`src/rtl/adcc_regs.vh`:
```
// adcc_regs.vh - register offsets, field positions and timing counts for the
// converter control block. assumes byte offsets are register indices; the
// bus byte address is four times the index.
`ifndef ADCC_REGS_VH
`define ADCC_REGS_VH

// ==========================================================================
// register indices
`define ADCC_IDX_CONTROL_MAIN   8'h00
`define ADCC_IDX_ACCUM_CTRL     8'h01
`define ADCC_IDX_REFCLK_CTRL    8'h02
`define ADCC_IDX_DELAY_CTRL     8'h03
`define ADCC_IDX_WINMODE_CTRL   8'h04
`define ADCC_IDX_SAMPLEN_CTRL   8'h05
`define ADCC_IDX_CHANNEL_SEL    8'h06
`define ADCC_IDX_CONV_CMD       8'h08
`define ADCC_IDX_EVENT_CTRL     8'h09
`define ADCC_IDX_INT_ENABLE     8'h0a
`define ADCC_IDX_INT_FLAGS      8'h0b
`define ADCC_IDX_DEBUG_RUN      8'h0c
`define ADCC_IDX_TEMP_BYTE      8'h0d
`define ADCC_IDX_RESULT_LO      8'h10
`define ADCC_IDX_RESULT_HI      8'h11
`define ADCC_IDX_WINLO_LO       8'h12
`define ADCC_IDX_WINLO_HI       8'h13
`define ADCC_IDX_WINHI_LO       8'h14
`define ADCC_IDX_WINHI_HI       8'h15

// ==========================================================================
// field positions
`define ADCC_BIT_ENABLE         0
`define ADCC_BIT_FREE_RUNNING   1
`define ADCC_BIT_RES_SELECT     2
`define ADCC_BIT_RUN_STANDBY    7
`define ADCC_BIT_SAMPLE_CAPACITANCE_SELECT        6
`define ADCC_BIT_FLAG_RESULT_READY_FLAG    0
`define ADCC_BIT_FLAG_WINDOW_COMPARE_FLAG     1

// ==========================================================================
// reset value and write masks
`define ADCC_RESET_BYTE         8'h00
`define ADCC_MASK_CONTROL_MAIN  8'h87
`define ADCC_MASK_ACCUM_CTRL    8'h07
`define ADCC_MASK_REFCLK_CTRL   8'h77
`define ADCC_MASK_WINMODE_CTRL  8'h07
`define ADCC_MASK_SAMPLEN_CTRL  8'h1f
`define ADCC_MASK_CHANNEL_SEL   8'h1f
`define ADCC_MASK_BIT0          8'h01
`define ADCC_MASK_FLAGS         2'h3

// ==========================================================================
// encodings and timing
`define ADCC_ACC_RESERVED       3'h7
`define ADCC_WIN_NONE           3'h0
`define ADCC_WIN_BELOW          3'h1
`define ADCC_WIN_ABOVE          3'h2
`define ADCC_WIN_INSIDE         3'h3
`define ADCC_WIN_OUTSIDE        3'h4
`define ADCC_CONV_ADC_CYCLES    13
`define ADCC_BASE_SAMPLE_CYCLES 2

`endif

```
`src/rtl/adcc_top.v`:
```
// adcc_top.v - register block and conversion sequencer of a 10-bit converter,
// reached as an axi4-lite slave. assumes one clock aclk; the analog core takes
// a start pulse and returns a done pulse with its 10-bit sample on aclk.
//
// Design decision made here: the AXI4-Lite interface to the registers.
`timescale 1ns/1ns
`include "adcc_regs.vh"

// How it works
// - In standby the converter only runs when run_in_standby is set, otherwise it halts.
// - With resolution_select clear, full 10-bit samples are stored or summed.
// - With resolution_select set, the two low bits are dropped before storing or summing.
// - Free-running mode waits for a start_conversion write before its first conversion.
// - In free-running mode each completion sets result_ready_flag and starts the next one.
// - Bit zero of control_main enables the converter.
// - accumulation_count 0 means one sample, 1..6 mean 2..64 samples, 7 is reserved.
// - An accumulation_count of 1..6 sums 2^accumulation_count samples into one result.
// - sample_capacitance_select is driven to the analog core.
// - reference_select 0 picks the internal reference, 1 the supply.
// - The converter clock is the bus clock divided by 2 up to 256 per clock_divider.
// - start_conversion reads one while busy, clears at the end outside free-running mode, and writing zero aborts.
// - window_compare_flag is set by the window_compare_mode test on each final result.
// - With event_start_enable set, a rising event edge starts a conversion.
module adcc_top #(
  parameter SAMPLE_W = 10
) (
  input  wire                aclk,
  input  wire                aresetn,
  input  wire [7:0]          s_axi_awaddr,
  input  wire                s_axi_awvalid,
  output reg                 s_axi_awready,
  input  wire [31:0]         s_axi_wdata,
  input  wire [3:0]          s_axi_wstrb,
  input  wire                s_axi_wvalid,
  output reg                 s_axi_wready,
  output reg  [1:0]          s_axi_bresp,
  output reg                 s_axi_bvalid,
  input  wire                s_axi_bready,
  input  wire [7:0]          s_axi_araddr,
  input  wire                s_axi_arvalid,
  output reg                 s_axi_arready,
  output reg  [31:0]         s_axi_rdata,
  output reg  [1:0]          s_axi_rresp,
  output reg                 s_axi_rvalid,
  input  wire                s_axi_rready,
  input  wire                standby,
  input  wire                start_event,
  output reg                 conv_start,
  input  wire                conv_done,
  input  wire [SAMPLE_W-1:0] conv_sample,
  output reg                 conv_clk,
  output reg                 sample_capacitance_select,
  output reg  [1:0]          reference_select,
  output reg  [4:0]          channel_select,
  output reg                 irq
);

  // ========================================================================
  // registers
  reg  [7:0]  control_main_r;
  reg  [7:0]  accumulation_control_r;
  reg  [7:0]  reference_clock_control_r;
  reg  [7:0]  delay_control_r;
  reg  [7:0]  window_mode_control_r;
  reg  [7:0]  sample_length_control_r;
  reg  [7:0]  input_channel_select_r;
  reg         event_start_enable_r;
  reg  [1:0]  interrupt_enable_r;
  reg  [1:0]  interrupt_flags_r;
  reg         run_while_debug_halted_r;
  reg  [7:0]  temporary_byte_r;
  reg  [15:0] result_r;
  reg  [15:0] low_threshold_r;
  reg  [15:0] high_threshold_r;
  reg  [15:0] accum_r;
  reg  [6:0]  samples_left_r;
  reg         busy_r;
  reg         waiting_r;
  reg  [7:0]  div_cnt_r;
  reg  [2:0]  event_sync_r;
  reg         event_level_r;

  // axi write address and data holding
  reg  [7:0]  aw_addr_r;
  reg         aw_have_r;
  reg  [31:0] w_data_r;
  reg  [3:0]  w_strb_r;
  reg         w_have_r;

  wire        enable       = control_main_r[`ADCC_BIT_ENABLE];
  wire        free_running = control_main_r[`ADCC_BIT_FREE_RUNNING];
  wire        res_select   = control_main_r[`ADCC_BIT_RES_SELECT];
  wire        run_standby  = control_main_r[`ADCC_BIT_RUN_STANDBY];
  wire [2:0]  accumulation_count  = accumulation_control_r[2:0];
  wire [2:0]  clock_divider       = reference_clock_control_r[2:0];
  wire [2:0]  window_compare_mode = window_mode_control_r[2:0];

  // converter halts in standby unless told to keep running
  wire        may_run = enable & (~standby | run_standby);

  // ========================================================================
  // decode helpers
  // number of samples per complete conversion; reserved code treated as one
  function [6:0] acc_samples;
    input [2:0] code;
    begin
      if (code == `ADCC_ACC_RESERVED)
        acc_samples = 7'h01;
      else
        acc_samples = 7'h01 << code;
    end
  endfunction

  // byte index from an axi byte address; the two low bits are dropped, so misaligned addresses alias
  function [7:0] reg_index;
    input [7:0] addr;
    begin
      reg_index = {2'h0, addr[7:2]};
    end
  endfunction

  // readback of one indexed byte; unmapped and reserved read zero
  function [7:0] read_byte;
    input [7:0] idx;
    begin
      case (idx)
        `ADCC_IDX_CONTROL_MAIN:  read_byte = control_main_r;
        `ADCC_IDX_ACCUM_CTRL:    read_byte = accumulation_control_r;
        `ADCC_IDX_REFCLK_CTRL:   read_byte = reference_clock_control_r;
        `ADCC_IDX_DELAY_CTRL:    read_byte = delay_control_r;
        `ADCC_IDX_WINMODE_CTRL:  read_byte = window_mode_control_r;
        `ADCC_IDX_SAMPLEN_CTRL:  read_byte = sample_length_control_r;
        `ADCC_IDX_CHANNEL_SEL:   read_byte = input_channel_select_r;
        `ADCC_IDX_CONV_CMD:      read_byte = {7'h00, busy_r | waiting_r};
        `ADCC_IDX_EVENT_CTRL:    read_byte = {7'h00, event_start_enable_r};
        `ADCC_IDX_INT_ENABLE:    read_byte = {6'h00, interrupt_enable_r};
        `ADCC_IDX_INT_FLAGS:     read_byte = {6'h00, interrupt_flags_r};
        `ADCC_IDX_DEBUG_RUN:     read_byte = {7'h00, run_while_debug_halted_r};
        `ADCC_IDX_TEMP_BYTE:     read_byte = temporary_byte_r;
        `ADCC_IDX_RESULT_LO:     read_byte = result_r[7:0];
        `ADCC_IDX_RESULT_HI:     read_byte = result_r[15:8];
        `ADCC_IDX_WINLO_LO:      read_byte = low_threshold_r[7:0];
        `ADCC_IDX_WINLO_HI:      read_byte = low_threshold_r[15:8];
        `ADCC_IDX_WINHI_LO:      read_byte = high_threshold_r[7:0];
        `ADCC_IDX_WINHI_HI:      read_byte = high_threshold_r[15:8];
        default:                 read_byte = 8'h00;
      endcase
    end
  endfunction

  // ========================================================================
  // write channel capture: address and data taken in either order
  wire        wr_fire = aw_have_r & w_have_r & ~s_axi_bvalid;
  wire [7:0]  wr_idx  = reg_index(aw_addr_r);
  wire        wr_en   = wr_fire & w_strb_r[0];
  wire [7:0]  wb      = w_data_r[7:0];

  always @(posedge aclk) begin
    if (!aresetn) begin
      aw_have_r     <= 1'b0;
      w_have_r      <= 1'b0;
      aw_addr_r     <= 8'h00;
      w_data_r      <= 32'h0000_0000;
      w_strb_r      <= 4'h0;
      s_axi_awready <= 1'b0;
      s_axi_wready  <= 1'b0;
      s_axi_bvalid  <= 1'b0;
      s_axi_bresp   <= 2'h0;
    end else begin
      s_axi_awready <= ~aw_have_r & ~s_axi_awready & ~s_axi_bvalid;
      s_axi_wready  <= ~w_have_r & ~s_axi_wready & ~s_axi_bvalid;
      if (s_axi_awvalid & s_axi_awready) begin
        aw_have_r     <= 1'b1;
        aw_addr_r     <= s_axi_awaddr;
        s_axi_awready <= 1'b0;
      end
      if (s_axi_wvalid & s_axi_wready) begin
        w_have_r     <= 1'b1;
        w_data_r     <= s_axi_wdata;
        w_strb_r     <= s_axi_wstrb;
        s_axi_wready <= 1'b0;
      end
      if (wr_fire) begin
        aw_have_r    <= 1'b0;
        w_have_r     <= 1'b0;
        s_axi_bvalid <= 1'b1;
        s_axi_bresp  <= 2'h0;
      end else if (s_axi_bvalid & s_axi_bready) begin
        s_axi_bvalid <= 1'b0;
      end
    end
  end

  // read channel: one cycle from address to data, always okay
  always @(posedge aclk) begin
    if (!aresetn) begin
      s_axi_arready <= 1'b0;
      s_axi_rvalid  <= 1'b0;
      s_axi_rdata   <= 32'h0000_0000;
      s_axi_rresp   <= 2'h0;
    end else begin
      s_axi_arready <= ~s_axi_arready & ~s_axi_rvalid;
      if (s_axi_arvalid & s_axi_arready) begin
        s_axi_arready <= 1'b0;
        s_axi_rvalid  <= 1'b1;
        s_axi_rresp   <= 2'h0;
        s_axi_rdata   <= {24'h000000, read_byte(reg_index(s_axi_araddr))};
      end else if (s_axi_rvalid & s_axi_rready) begin
        s_axi_rvalid <= 1'b0;
      end
    end
  end

  // ========================================================================
  // configuration registers; masks keep reserved bits at zero
  always @(posedge aclk) begin
    if (!aresetn) begin
      control_main_r            <= `ADCC_RESET_BYTE;
      accumulation_control_r    <= `ADCC_RESET_BYTE;
      reference_clock_control_r <= `ADCC_RESET_BYTE;
      delay_control_r           <= `ADCC_RESET_BYTE;
      window_mode_control_r     <= `ADCC_RESET_BYTE;
      sample_length_control_r   <= `ADCC_RESET_BYTE;
      input_channel_select_r    <= `ADCC_RESET_BYTE;
      event_start_enable_r      <= 1'b0;
      interrupt_enable_r        <= 2'h0;
      run_while_debug_halted_r  <= 1'b0;
      temporary_byte_r          <= `ADCC_RESET_BYTE;
      low_threshold_r           <= 16'h0000;
      high_threshold_r          <= 16'h0000;
    end else if (wr_en) begin
      case (wr_idx)
        `ADCC_IDX_CONTROL_MAIN:  control_main_r <= wb & `ADCC_MASK_CONTROL_MAIN;
        `ADCC_IDX_ACCUM_CTRL:    accumulation_control_r <= wb & `ADCC_MASK_ACCUM_CTRL;
        `ADCC_IDX_REFCLK_CTRL:   reference_clock_control_r <= wb & `ADCC_MASK_REFCLK_CTRL;
        `ADCC_IDX_DELAY_CTRL:    delay_control_r <= wb;
        `ADCC_IDX_WINMODE_CTRL:  window_mode_control_r <= wb & `ADCC_MASK_WINMODE_CTRL;
        `ADCC_IDX_SAMPLEN_CTRL:  sample_length_control_r <= wb & `ADCC_MASK_SAMPLEN_CTRL;
        `ADCC_IDX_CHANNEL_SEL:   input_channel_select_r <= wb & `ADCC_MASK_CHANNEL_SEL;
        `ADCC_IDX_EVENT_CTRL:    event_start_enable_r <= wb[0];
        `ADCC_IDX_INT_ENABLE:    interrupt_enable_r <= wb[1:0];
        `ADCC_IDX_DEBUG_RUN:     run_while_debug_halted_r <= wb[0];
        `ADCC_IDX_TEMP_BYTE:     temporary_byte_r <= wb;
        `ADCC_IDX_WINLO_LO:      low_threshold_r[7:0] <= wb;
        `ADCC_IDX_WINLO_HI:      low_threshold_r[15:8] <= wb;
        `ADCC_IDX_WINHI_LO:      high_threshold_r[7:0] <= wb;
        `ADCC_IDX_WINHI_HI:      high_threshold_r[15:8] <= wb;
        default:                 temporary_byte_r <= temporary_byte_r;
      endcase
    end
  end

  // ========================================================================
  // converter clock divider: toggle every 2^code bus cycles
  always @(posedge aclk) begin
    if (!aresetn) begin
      div_cnt_r <= 8'h00;
      conv_clk  <= 1'b0;
    end else if (!may_run) begin
      div_cnt_r <= 8'h00;
      conv_clk  <= 1'b0;
    end else begin
      div_cnt_r <= div_cnt_r + 8'h01;
      conv_clk  <= div_cnt_r[clock_divider];
    end
  end

  // ========================================================================
  // event input: three flops, an edge counts when stages two and three agree
  wire event_rise = event_sync_r[1] & event_sync_r[2] & ~event_level_r;
  always @(posedge aclk) begin
    if (!aresetn) begin
      event_sync_r  <= 3'h0;
      event_level_r <= 1'b0;
    end else begin
      event_sync_r <= {event_sync_r[1:0], start_event};
      if (event_sync_r[1] == event_sync_r[2])
        event_level_r <= event_sync_r[2];
    end
  end

  // ========================================================================
  // conversion sequencer
  wire cmd_write  = wr_en & (wr_idx == `ADCC_IDX_CONV_CMD);
  wire sw_start   = cmd_write & wb[0];
  wire sw_abort   = cmd_write & ~wb[0];
  wire ev_start   = event_start_enable_r & event_rise;
  wire trigger    = (sw_start | ev_start) & may_run;
  // drop two lsbs at 8-bit resolution, keep all ten otherwise
  wire [15:0] sample_val = res_select ?
                           {8'h00, conv_sample[SAMPLE_W-1:SAMPLE_W-8]} :
                           {{(16-SAMPLE_W){1'b0}}, conv_sample};
  wire [15:0] sum_val    = accum_r + sample_val;
  wire        last       = busy_r & conv_done & (samples_left_r == 7'h01);
  wire        win_low    = sum_val < low_threshold_r;
  wire        win_high   = sum_val > high_threshold_r;
  reg         win_hit;

  // window test on the final, full accumulated result only
  always @* begin
    case (window_compare_mode)
      `ADCC_WIN_BELOW:   win_hit = win_low;
      `ADCC_WIN_ABOVE:   win_hit = win_high;
      `ADCC_WIN_INSIDE:  win_hit = (sum_val > low_threshold_r) & (sum_val < high_threshold_r);
      `ADCC_WIN_OUTSIDE: win_hit = win_low | win_high;
      default:           win_hit = 1'b0;
    endcase
  end

  always @(posedge aclk) begin
    if (!aresetn) begin
      busy_r         <= 1'b0;
      waiting_r      <= 1'b0;
      conv_start     <= 1'b0;
      accum_r        <= 16'h0000;
      samples_left_r <= 7'h00;
      result_r       <= 16'h0000;
    end else begin
      conv_start <= 1'b0;
      if (sw_abort | ~enable) begin
        busy_r    <= 1'b0;
        waiting_r <= 1'b0;
      end else if (!may_run) begin
        busy_r <= busy_r;
      end else if (!busy_r & (trigger | waiting_r)) begin
        busy_r         <= 1'b1;
        waiting_r      <= 1'b0;
        conv_start     <= 1'b1;
        accum_r        <= 16'h0000;
        samples_left_r <= acc_samples(accumulation_count);
      end else if (busy_r & conv_done) begin
        accum_r <= sum_val;
        if (last) begin
          result_r  <= sum_val;
          busy_r    <= 1'b0;
          waiting_r <= free_running;
        end else begin
          samples_left_r <= samples_left_r - 7'h01;
          conv_start     <= 1'b1;
        end
      end
    end
  end

  // ========================================================================
  // interrupt flags: set wins over a write-one clear in the same cycle
  wire [1:0] flag_set = {last & win_hit, last};
  wire [1:0] flag_clr = (wr_en & (wr_idx == `ADCC_IDX_INT_FLAGS)) ?
                        (wb[1:0] & `ADCC_MASK_FLAGS) : 2'h0;
  always @(posedge aclk) begin
    if (!aresetn) begin
      interrupt_flags_r <= 2'h0;
      irq               <= 1'b0;
    end else begin
      interrupt_flags_r <= (interrupt_flags_r & ~flag_clr) | flag_set;
      irq <= |(((interrupt_flags_r & ~flag_clr) | flag_set) & interrupt_enable_r);
    end
  end

  // analog-side controls straight from flops
  always @(posedge aclk) begin
    if (!aresetn) begin
      sample_capacitance_select <= 1'b0;
      reference_select          <= 2'h0;
      channel_select            <= 5'h00;
    end else begin
      sample_capacitance_select <= reference_clock_control_r[`ADCC_BIT_SAMPLE_CAPACITANCE_SELECT];
      reference_select          <= reference_clock_control_r[5:4];
      // channel change held off until the running conversion ends
      if (!busy_r)
        channel_select <= input_channel_select_r[4:0];
    end
  end

endmodule // adcc_top

```
`config.mk`:
```
export PLATFORM = sky130hd
export DESIGN_NAME = adcc_top
export DESIGN_NICKNAME = d
export VERILOG_FILES = /design/src/rtl/adcc_top.v
export VERILOG_INCLUDE_DIRS = /design/src /design/src/rtl
export SDC_FILE = /design/constraint.sdc
export NUM_CORES = 1
export LEC_CHECK = 0
export ABC_CLOCK_PERIOD_IN_PS = 6400
export BUFFER_PORTS_ARGS = -buffer_cell sky130_fd_sc_hd__buf_2
export CAP_MARGIN = 30
export CORE_MARGIN = 1.5
export CORE_UTILIZATION = 58
export CTS_CLUSTER_SIZE = 10
export DETAILED_ROUTE_END_ITERATION = 12
export PLACE_DENSITY_LB_ADDON = 0.12
export SETUP_SLACK_MARGIN = 0.05
export SLEW_MARGIN = 25
export SYNTH_ARGS = -nofsm -noshare
export SYNTH_HDL_FRONTEND = slang
export SYNTH_SLANG_ARGS = --single-unit
```
`constraint.sdc`:
```
create_clock -name aclk -period 6.4 [get_ports aclk]
set_clock_uncertainty 0.1 [all_clocks]
set_input_delay 0.32 -clock aclk [delete_from_list [all_inputs] [get_ports aclk]]
set_output_delay 0.32 -clock aclk [all_outputs]
set_load 0.02 [all_outputs]
```
* Word-level counts from Yosys, hierarchy flattened
Cells that the tools add are included.
Word-level totals: output and inout port bits 52, flip-flop bits (word level) 176, latch bits 0, memory bits (writable) 0, memories 0, bits in read-only memories 0
Cells by class: bitwise gates (word level) 52, divide/modulo/power cells 0, magnitude comparators 5, equality and inequality tests 42, muxes and demuxes 25, shift-type cells 1, $mul 0, add/subtract/negate cells 3, reductions and logical operators 34
Operators by type and width (number):
- $pmux 8 s19 | 1
- $eq 6x4->1 const B | 12
- $eq 6x5->1 const B | 10
- $eq 6x3->1 const B | 6
- $gt 16x16->1 | 2
- $lt 16x16->1 | 2
- $mux 16 | 2
- $reduce_and 2->1 | 16
- $mux 7 | 4
- $and 1x1->1 | 27
- $eq 6x2->1 const B | 4
- $add 16x10->16 | 1
- $not 1->1 | 15
- $mux 1 | 14
- $eq 6x1->1 const B | 2
- $reduce_or 2->1 | 6
- $mux 10 | 1
- $add 8x1->8 const B | 1
- $logic_not 8->1 | 1
- $reduce_bool 2->1 | 4
- $eq 7x1->1 const B | 1
- $shl 1x3->7 const A | 1
- $sub 7x1->7 const B | 1
- $eq 3x2->1 const B | 2
- other kinds (18) | 26

* Longest topological paths before layout
Gate-level depths: netlist (run 1).
depth in word-level cells 11, gate-level depth with buffers 16, depth with buffers taken out 15

* Least setup slack after synthesis (run 1)
OpenSTA, ideal clock, no wires.
kind register -> register, start point register control_main_r[2], end point register irq, data required time 6.167 ns, buffers on the path 1, arrival time 4.445 ns, slack 1.722 ns, cell stages (with the launch flop) 17, setup time 0.133 ns, cell sequence dfxtp_1 > clkbuf_1 > mux2_2 > ha_1 > fa_1 > a211oi_1 > o211ai_1 > a41oi_1 > nor2_1 > xor2_1 > ha_1 > nand4_1 > nor4_1 > a21boi_0 > or4b_2 > a221oi_1 > o211ai_1
Between the ends: cells in the longest elaborated chain, start to end 9
RTL lines:
- start, declared | RTL line adcc_top.v:60 | reg [7:0] control_main_r;
- start signal, assigned | RTL line adcc_top.v:218 | control_main_r <= `ADCC_RESET_BYTE;
- start signal, assigned | RTL line adcc_top.v:233 | `ADCC_IDX_CONTROL_MAIN: control_main_r <= wb & `ADCC_MASK_CONTROL_MAIN;
- $mux 10 * | RTL line adcc_top.v:290 | wire [15:0] sample_val = res_select ?
- $add 16x10->16 * | RTL line adcc_top.v:293 | wire [15:0] sum_val = accum_r + sample_val;
- named net sum_val[14] | RTL line adcc_top.v:293
- $lt 16x16->1, or another cell as far along | RTL line adcc_top.v:295 | wire win_low = sum_val < low_threshold_r;
- $or 1x1->1 / $and 1x1->1 (equally long branches) | RTL line adcc_top.v:305, adcc_top.v:304
- $pmux 1 s4 * | RTL line adcc_top.v:301 | case (window_compare_mode)
- $and 1x1->1 * | RTL line adcc_top.v:347 | wire [1:0] flag_set = {last & win_hit, last};
- $or 2x2->2 * | RTL line adcc_top.v:356 | irq <= |(((interrupt_flags_r & ~flag_clr) | flag_set) & interrupt_enable_r);
- $and 2x2->2 * | RTL line adcc_top.v:356
- $reduce_or 2->1 * | RTL line adcc_top.v:356
- end signal, assigned | RTL line adcc_top.v:356
- end, declared | RTL line adcc_top.v:55 | output reg irq
Mark *: on every way through the listed nets, which the timed path passes. The rest lies on a longest branch. A chain may end at the register's enable or synchronous reset.

* Worst setup path in the final report (run 1)
Ends and elaborated chain as after synthesis.

==> impl_results.md, run 1 <==
- Hold Crit Class: in -> reg
- Routed WL per cell: 18.54 um
- Drt pass-1 iters: 6
- Cell Chain, Critical Path: buf_4 -> mux2_2 -> ha_1 -> fa_1 -> a211oi_1 -> o211ai_1 -> a41oi_1 -> nor2_1 -> xor2_1 -> ha_1 -> nand4_1 -> nor4_1 -> a21boi_0 -> or4b_2 -> a221oi_1 -> o211ai_1
- Core Rows: 46
- Final Util: 0.6505
- Worst path required time: 6.61 ns
- Slew Limit Headroom: 0.2850
- Start point of the critical path: control_main_r[2]$_SDFFE_PN0P_
- Critical path buffers and inverters: 1
- Worst reg2reg setup slack: 1.27 ns
- Final TNS setup: 0 ns
- Routed vias/inst: 5.964
- # nets final: ~1,300
- Root Driver: clkbuf_16
- Die height: 129.6 um
- Delay-heaviest family, CP: compound AO/OA/AOI/OAI gates
- FILL cells: between 1,000 and 1,500
- Mean post-synth cell area: 8.380 um^2
- Arr. time, crit path: approximately 5.3 ns
- PwrDens: 230.3 nW/um^2
- Clock transition at path regs: 0.07 ns
- Worst Hold End: w_data_r[5]$_SDFFE_PN0P_
- Cells after Synth: approximately 1,100
- HPWL Detailed: around 18,000 um
- Setup-failing EPs final: 0
- Synth area leaders: dfxtp_1 37%, mux2i_1 7.0%, ha_1 6.2%, nand2_1 6.0%, a21oi_1 5.3%
- Hold depth: 3
- PostCTS Resize Cnt: 0
- Yosys cell types: 81
- Drt drc: 0
- H-tree levels: 4
- Reg2Reg Depth: 16
- R2r endpoint: irq$_SDFF_PN0_
- I/O Pins: 124
- Ant diodes: 0
- Slowest stage cell on the critical path: or4b_2
- Post-DP Area: 9607 um^2
- Status: finished clean
- Worst Setup Start Kind: register
- Largest net degree at the start of global routing: 73
- Die width: 129.6 um
- Most common cell after layout, fill and taps aside: dfxtp_1
- Fraction of registers with async set or reset after synthesis: 0
- Core ar.: 15,770 um^2
- Later-pin clock latency in the skew report: between 0.4 and 0.5 ns
- First-pass GRT wire length: 40,290 um
- Initial antenna violation count: 0
- Crit path largest cell delay: 0.68 ns
- Total CTS buffers: 17
- Final WS setup: 1.266 ns
- Vias: 8,183
- GP Congestion: 0.9246
- Crit Path Max Fanout: 12
- HP Start: s_axi_wdata[5]
- Critical path class: reg -> reg
- RR Startpoint: control_main_r[2]$_SDFFE_PN0P_
- Synthesis-stage register bit count: 174
- Die footprint: approximately 17,000 um^2
- GRT Total Usage: 0.3135
- Mapped cell area: ~9300 um^2
- Ys Warns: 0
- # Max-Cap Violations: 0
- Final min period: 5.134 ns
- Number of buffers added on ports: 64
- GRT Residual Overflow: 0
- Most frequent cells in the layout: 174 x dfxtp_1, 148 x nand2_1, 102 x nor2_1
- EDFF count, synth: 0
- Final hold vios: 0
- Yosys top cell by area: dfxtp_1
- Vias in the first global route: ~7,600
- RSZ-0062 raised after global routing: no
- Clock Sinks: 174
- Design area: 10,260 um^2
- Area delta synth->final: 10.29%
- DR iter-0 viols: 973
- Final worst path period share: 0.8022
- CP Capture Type: register
- Hold_ws: 0.01353 ns
- Sequential area share after synthesis: 0.3745
- VDD IR max: 251.3 uV
- CTS tree: done
- DP Cell Count: roughly 1,300
- Share of cells above drive strength 1: 0.1228
- Longest Clk Path Bufs: 2
- Yosys top cell area share: 0.3745
- Fmax: 194.8 MHz
- Dpl ws: 1.341 ns
- Post-Route WL: 25,430 um
- Fin cells: 1,372
- Slew Viols, Final: 0
- Main synth FF type: dfxtp_1
- Post-route ant nets: 0
- Worst Max-Slew Pin Slew: 1.058 ns
- Starting Density: 0.5898
- Final Power: 2.362 mW
- Leakage power figure: slightly above 4 nW
-- state kept, by name (all words and copies together), names as in the netlist, 2 cells and up --
name and flops:
interrupt_enable_r 2, channel_select 5, window_mode_control_r 3, accumulation_control_r 3, samples_left_r 7, result_r 16, input_channel_select_r 5, event_sync_r 3
temporary_byte_r 8, aw_addr_r 6, div_cnt_r 8, high_threshold_r 16, sample_length_control_r 5, delay_control_r 8, interrupt_flags_r 2, reference_select 2
accum_r 16, w_data_r 8, s_axi_rdata 8, low_threshold_r 16, reference_clock_control_r 6, control_main_r 4
-- cell families after synthesis --
family                   count (synthesis)  synth area share
other                                    1         0.0004032
multiplexers                            80           0.09174
AND/OR/NAND/NOR                        421            0.2186
XOR/XNOR                                23           0.02166
flip-flops                             174            0.3745
adder cells (fa/ha/maj)                 47           0.06403
AO/OA/AOI/OAI                          235            0.1644
buffers and inverters                  129           0.06470
-- how the worst max path moves through the flow --
stage,to,depth (start not counted)
detailed placement,irq$_SDFF_PN0_,16
CTS,irq$_SDFF_PN0_,16
finish,irq$_SDFF_PN0_,16
global placement,irq$_SDFF_PN0_,16
floorplan,irq$_SDFF_PN0_,16
global route,irq$_SDFF_PN0_,16
-- timing repair --
action	in CTS	in global routing
hold buffers	1	0
endpoints found under the hold margin	1	0
setup buffers	0	0
setup endpoints to repair	0	0
-- power by group --
group	internal [mW]	leakage (nW)	total, mW	switching (mW)
clock network	0.598	0.299	1.10	0.500
logic	0.0472	2.39	0.151	0.104
registers	1.09	1.41	1.11	0.0196
-- Yosys cell counts, drive strengths merged, types with 15 or more instances --
library cell	instances
a31oi	15
nand2b	15
buf	38
inv	43
a21oi	99
ha	46
nor3	31
nor2	102
dfxtp	174
clkbuf	47
o21ai	29
nand2	149
nand3	46
mux2i	65
-- worst reg2reg max path, stage by stage (launching register included) --
cell and delay (ns):
dfxtp_1 0.31, buf_4 0.21, mux2_2 0.37, ha_1 0.21
fa_1 0.43, a211oi_1 0.36, o211ai_1 0.16, a41oi_1 0.50
nor2_1 0.18, xor2_1 0.31, ha_1 0.32, nand4_1 0.15
nor4_1 0.10, a21boi_0 0.14, or4b_2 0.68, a221oi_1 0.33
o211ai_1 0.15
-- per-layer routing --
layer,global-route usage,vias to the layer above,wire length [um]
met1,0.4385,3811,11520
li1,-,3968,-
met4,0.1248,0,847
met2,0.4796,346,11230
met5,0,-,0
met3,0.05739,58,1837
-- final cells by class --
class	instances	area, um^2	share of cell area
Tap cell	216	270.3	0.02634
Timing Repair Buffer	72	377.9	0.03683
Inverter	44	167.7	0.01634
Clock buffer	17	425.4	0.04147
Sequential cell	174	3483	0.3396
Multi-Input combinational cell	834	5333	0.5198
Clock inverter	15	201.4	0.01964
Power figures use the tool's default switching activity.
==> run 2: changes to the inputs <==
--- a/config.mk
+++ b/config.mk
@@ -6,7 +6,7 @@
 export SDC_FILE = /design/constraint.sdc
 export NUM_CORES = 1
 export LEC_CHECK = 0
-export ABC_CLOCK_PERIOD_IN_PS = 6400
+export ABC_CLOCK_PERIOD_IN_PS = 5150
 export BUFFER_PORTS_ARGS = -buffer_cell sky130_fd_sc_hd__buf_2
 export CAP_MARGIN = 30
 export CORE_MARGIN = 1.5
==> constraint.sdc (replaced) <==
create_clock -name aclk -period 5.15 [get_ports aclk]
set_clock_uncertainty 0.1 [all_clocks]
set_input_delay 0.2575 -clock aclk [delete_from_list [all_inputs] [get_ports aclk]]
set_output_delay 0.2575 -clock aclk [all_outputs]
set_load 0.02 [all_outputs]
==> run 2 against run 1 <==
Total power up 25%. Count of clock-buffer cells in the layout unchanged. Sequential share of layout area fell by 0.64 points. Register-to-register slack got worse by 0.90 ns.
==> impl_results.md, run 2 (synthesis gave the netlist of run 1 again) <==
- Later-pin clock latency in the skew report: 0.45 ns (about the same)
- Final worst path period share: 0.9286 (+0.1264)
- Hold_ws: 0.1676 ns (+0.1540 ns)
- Drt pass-1 iters: 6 (unchanged)
- Final WS setup: 0.3678 ns (-0.8983 ns)
- Dpl ws: 0.1251 ns (-1.216 ns)
- PwrDens: 282.5 nW/um^2 (+23%)
- Clock transition at path regs: 0.08 ns (about the same)
- Core Rows: 46 (unchanged)
- First-pass GRT wire length: 40,700 um (+1.0%)
- HPWL Detailed: 18,040 um (-0.18%)
- Initial antenna violation count: 0 (unchanged)
- Ant diodes: 0 (unchanged)
- Core ar.: 15,770 um^2 (unchanged)
- Slew Limit Headroom: 0.2413 (-0.04375)
- Switching share of power: 0.2656 (+0.001621)
- Post-DP Area: 9627 um^2 (+0.21%)
- Status: finished clean
- Final min period: 4.782 ns (-0.3517 ns)
- Final hold vios: 0 (unchanged)
- Most frequent cells in the layout: 174 x dfxtp_1, 148 x nand2_1, 102 x nor2_1
- R2r endpoint: interrupt_flags_r[1]$_SDFF_PN0_
- Most common cell after layout, fill and taps aside: dfxtp_1
- Final Power: 2.954 mW (+25%)
- Arr. time, crit path: 4.97 ns (-0.37 ns)
- Worst Setup Start Kind: register
- Clock power share: 0.464 (about the same)
- Post-Route WL: 26,120 um (+2.7%)
- Design area: 10,460 um^2 (+1.9%)
- Longest Clk Path Bufs: 2 (unchanged)
- H-tree levels: 4 (unchanged)
- Area delta synth->final: 12.42%
- Share of cells above drive strength 1: 0.1248 (+0.001950)
- Setup-failing EPs final: 0 (unchanged)
- Routed vias/inst: 5.996 (+0.54%)
- Drt drc: 0 (unchanged)
- # Max-Cap Violations: 0 (unchanged)
- Leakage power figure: 4.187 nW (+2.4%)
- CP Capture Type: register
- Routed WL per cell: 18.74 um (+1.1%)
- GRT Residual Overflow: 0 (unchanged)
- Die height: 129.6 um (unchanged)
- Die footprint: 16,810 um^2 (unchanged)
- RSZ-0062 raised after global routing: no
- Root Driver: clkbuf_16
- Starting Density: 0.5898 (unchanged)
- Hold Crit Class: in -> reg
- Worst path required time: 5.33 ns (-1.28 ns)
- Total CTS buffers: 17 (unchanged)
- Clock Sinks: 174 (unchanged)
- Capture point of the critical path: interrupt_flags_r[1]$_SDFF_PN0_
- I/O Pins: 124 (unchanged)
- Sequential share of power: 0.468 (-0.003)
- Switching power total: 784.6 uW (+26%)
- GP Congestion: 0.9605 (+3.9%)
- Post-route ant nets: 0 (unchanged)
- Critical path class: reg -> reg
- Vias: 8,359 (+2.2%)
- Pint: 2.169 mW (+25%)
- Worst Max-Slew Pin Slew: 1.122 ns (+0.06472 ns)
- Number of buffers added on ports: 64 (unchanged)
- Final TNS setup: 0 ns (unchanged)
- Worst reg2reg setup slack: 0.37 ns (-0.90 ns)
- Slew Viols, Final: 0 (unchanged)
- # nets final: 1,284 (+1.7%)
- DR iter-0 viols: 1,009 (+3.7%)
- Gate power share: 0.069 (+0.005)
- Start point of the critical path: control_main_r[2]$_SDFFE_PN0P_
- Die width: 129.6 um (unchanged)
- VDD IR max: 281.8 uV (+12%)
- Vias in the first global route: 7,548 (-0.19%)
- CTS tree: done
- GRT Total Usage: 0.3181 (+0.004601)
- FILL cells: 1,356 (-3.8%)
- RR Startpoint: control_main_r[2]$_SDFFE_PN0P_
- Reg2Reg Depth: 15 (-1)
- Fmax: 209.1 MHz (+7.4%)
- Largest net degree at the start of global routing: 81 (+11%)
- Crit Path Max Fanout: 8 (-4)
run 2: final cells by class:
cell class	count	area, um^2	area share
multi-input cells	834	5333	0.5100
flip-flops and latches	174	3483	0.3331
repair buffers	94	583.1	0.05576
clock buffers	17	425.4	0.04068
well taps	216	270.3	0.02585
clock inverters	15	193.9	0.01855
inverters	44	167.7	0.01603
run 2: repair_timing:
action | CTS | global route
hold buffers | 18 | 0
endpoints found under the hold margin | 18 | 0
setup endpoints to repair | 0 | 2
setup buffers | 0 | 1
gates resized for setup | 0 | 1
run 2: critical path, cell delays in order, from the launching register on:
cell and delay (ns):
dfxtp_1 0.48, buf_4 0.22, mux2_2 0.34, ha_1 0.24, or3_1 0.40, or3_1 0.35, o2111ai_2 0.22, nand2_1 0.17
xor2_1 0.29, ha_1 0.32, a21oi_1 0.14, o21ai_0 0.10, a22oi_1 0.19, or4b_2 0.62, a221oi_1 0.33, a21oi_1 0.12
run 2: worst min-delay path by stage:
stage / slack (ns) / from / depth (start not counted) / end
2_1_floorplan: 0.28 / start_event / 1 / event_sync_r[0]$_SDFF_PN0_
5_1_grt: 0.20 / s_axi_awvalid / 4 / aw_addr_r[7]$_SDFFE_PN0P_
6_report: 0.17 / s_axi_awvalid / 4 / aw_addr_r[7]$_SDFFE_PN0P_
3_3_place_gp: 0.31 / event_sync_r[0]$_SDFF_PN0_ / 1 / event_sync_r[1]$_SDFF_PN0_
4_1_cts: 0.16 / s_axi_awvalid / 4 / aw_addr_r[2]$_SDFFE_PN0P_
3_5_place_dp: 0.32 / event_sync_r[0]$_SDFF_PN0_ / 1 / event_sync_r[1]$_SDFF_PN0_
run 2: per-stage QoR:
| step | utilization | instances |
|---|---|---|
| 4_1_cts | 0.6611 | 1390 |
| 3_3_place_gp | 0.6100 | 1340 |
| 6_report | 0.6630 | 1394 |
| 5_1_grt | 0.6630 | 1394 |
| 2_1_floorplan | - | 1137 |
| 3_5_place_dp | 0.6104 | 1340 |
run 2: metal layers:
layer | wire, um | vias up | GRT usage
met5 | 0 | - | 0
met4 | 656 | 0 | 0.1059
met3 | 2041 | 48 | 0.06193
met2 | 11840 | 354 | 0.5023
met1 | 11590 | 3947 | 0.4373
li1 | - | 4010 | -
run 2: power groups by stage:
| stage | Clock (mW) | Sequential (mW) | Combinational (mW) |
|---|---|---|---|
| floorplan | 0 | 1.41 | 0.144 |
| global placement | 0 | 1.41 | 0.186 |
| detailed placement | 0 | 1.41 | 0.187 |
| CTS | 1.37 | 1.38 | 0.199 |
| global route | 1.43 | 1.38 | 0.221 |
| finish | 1.37 | 1.38 | 0.203 |
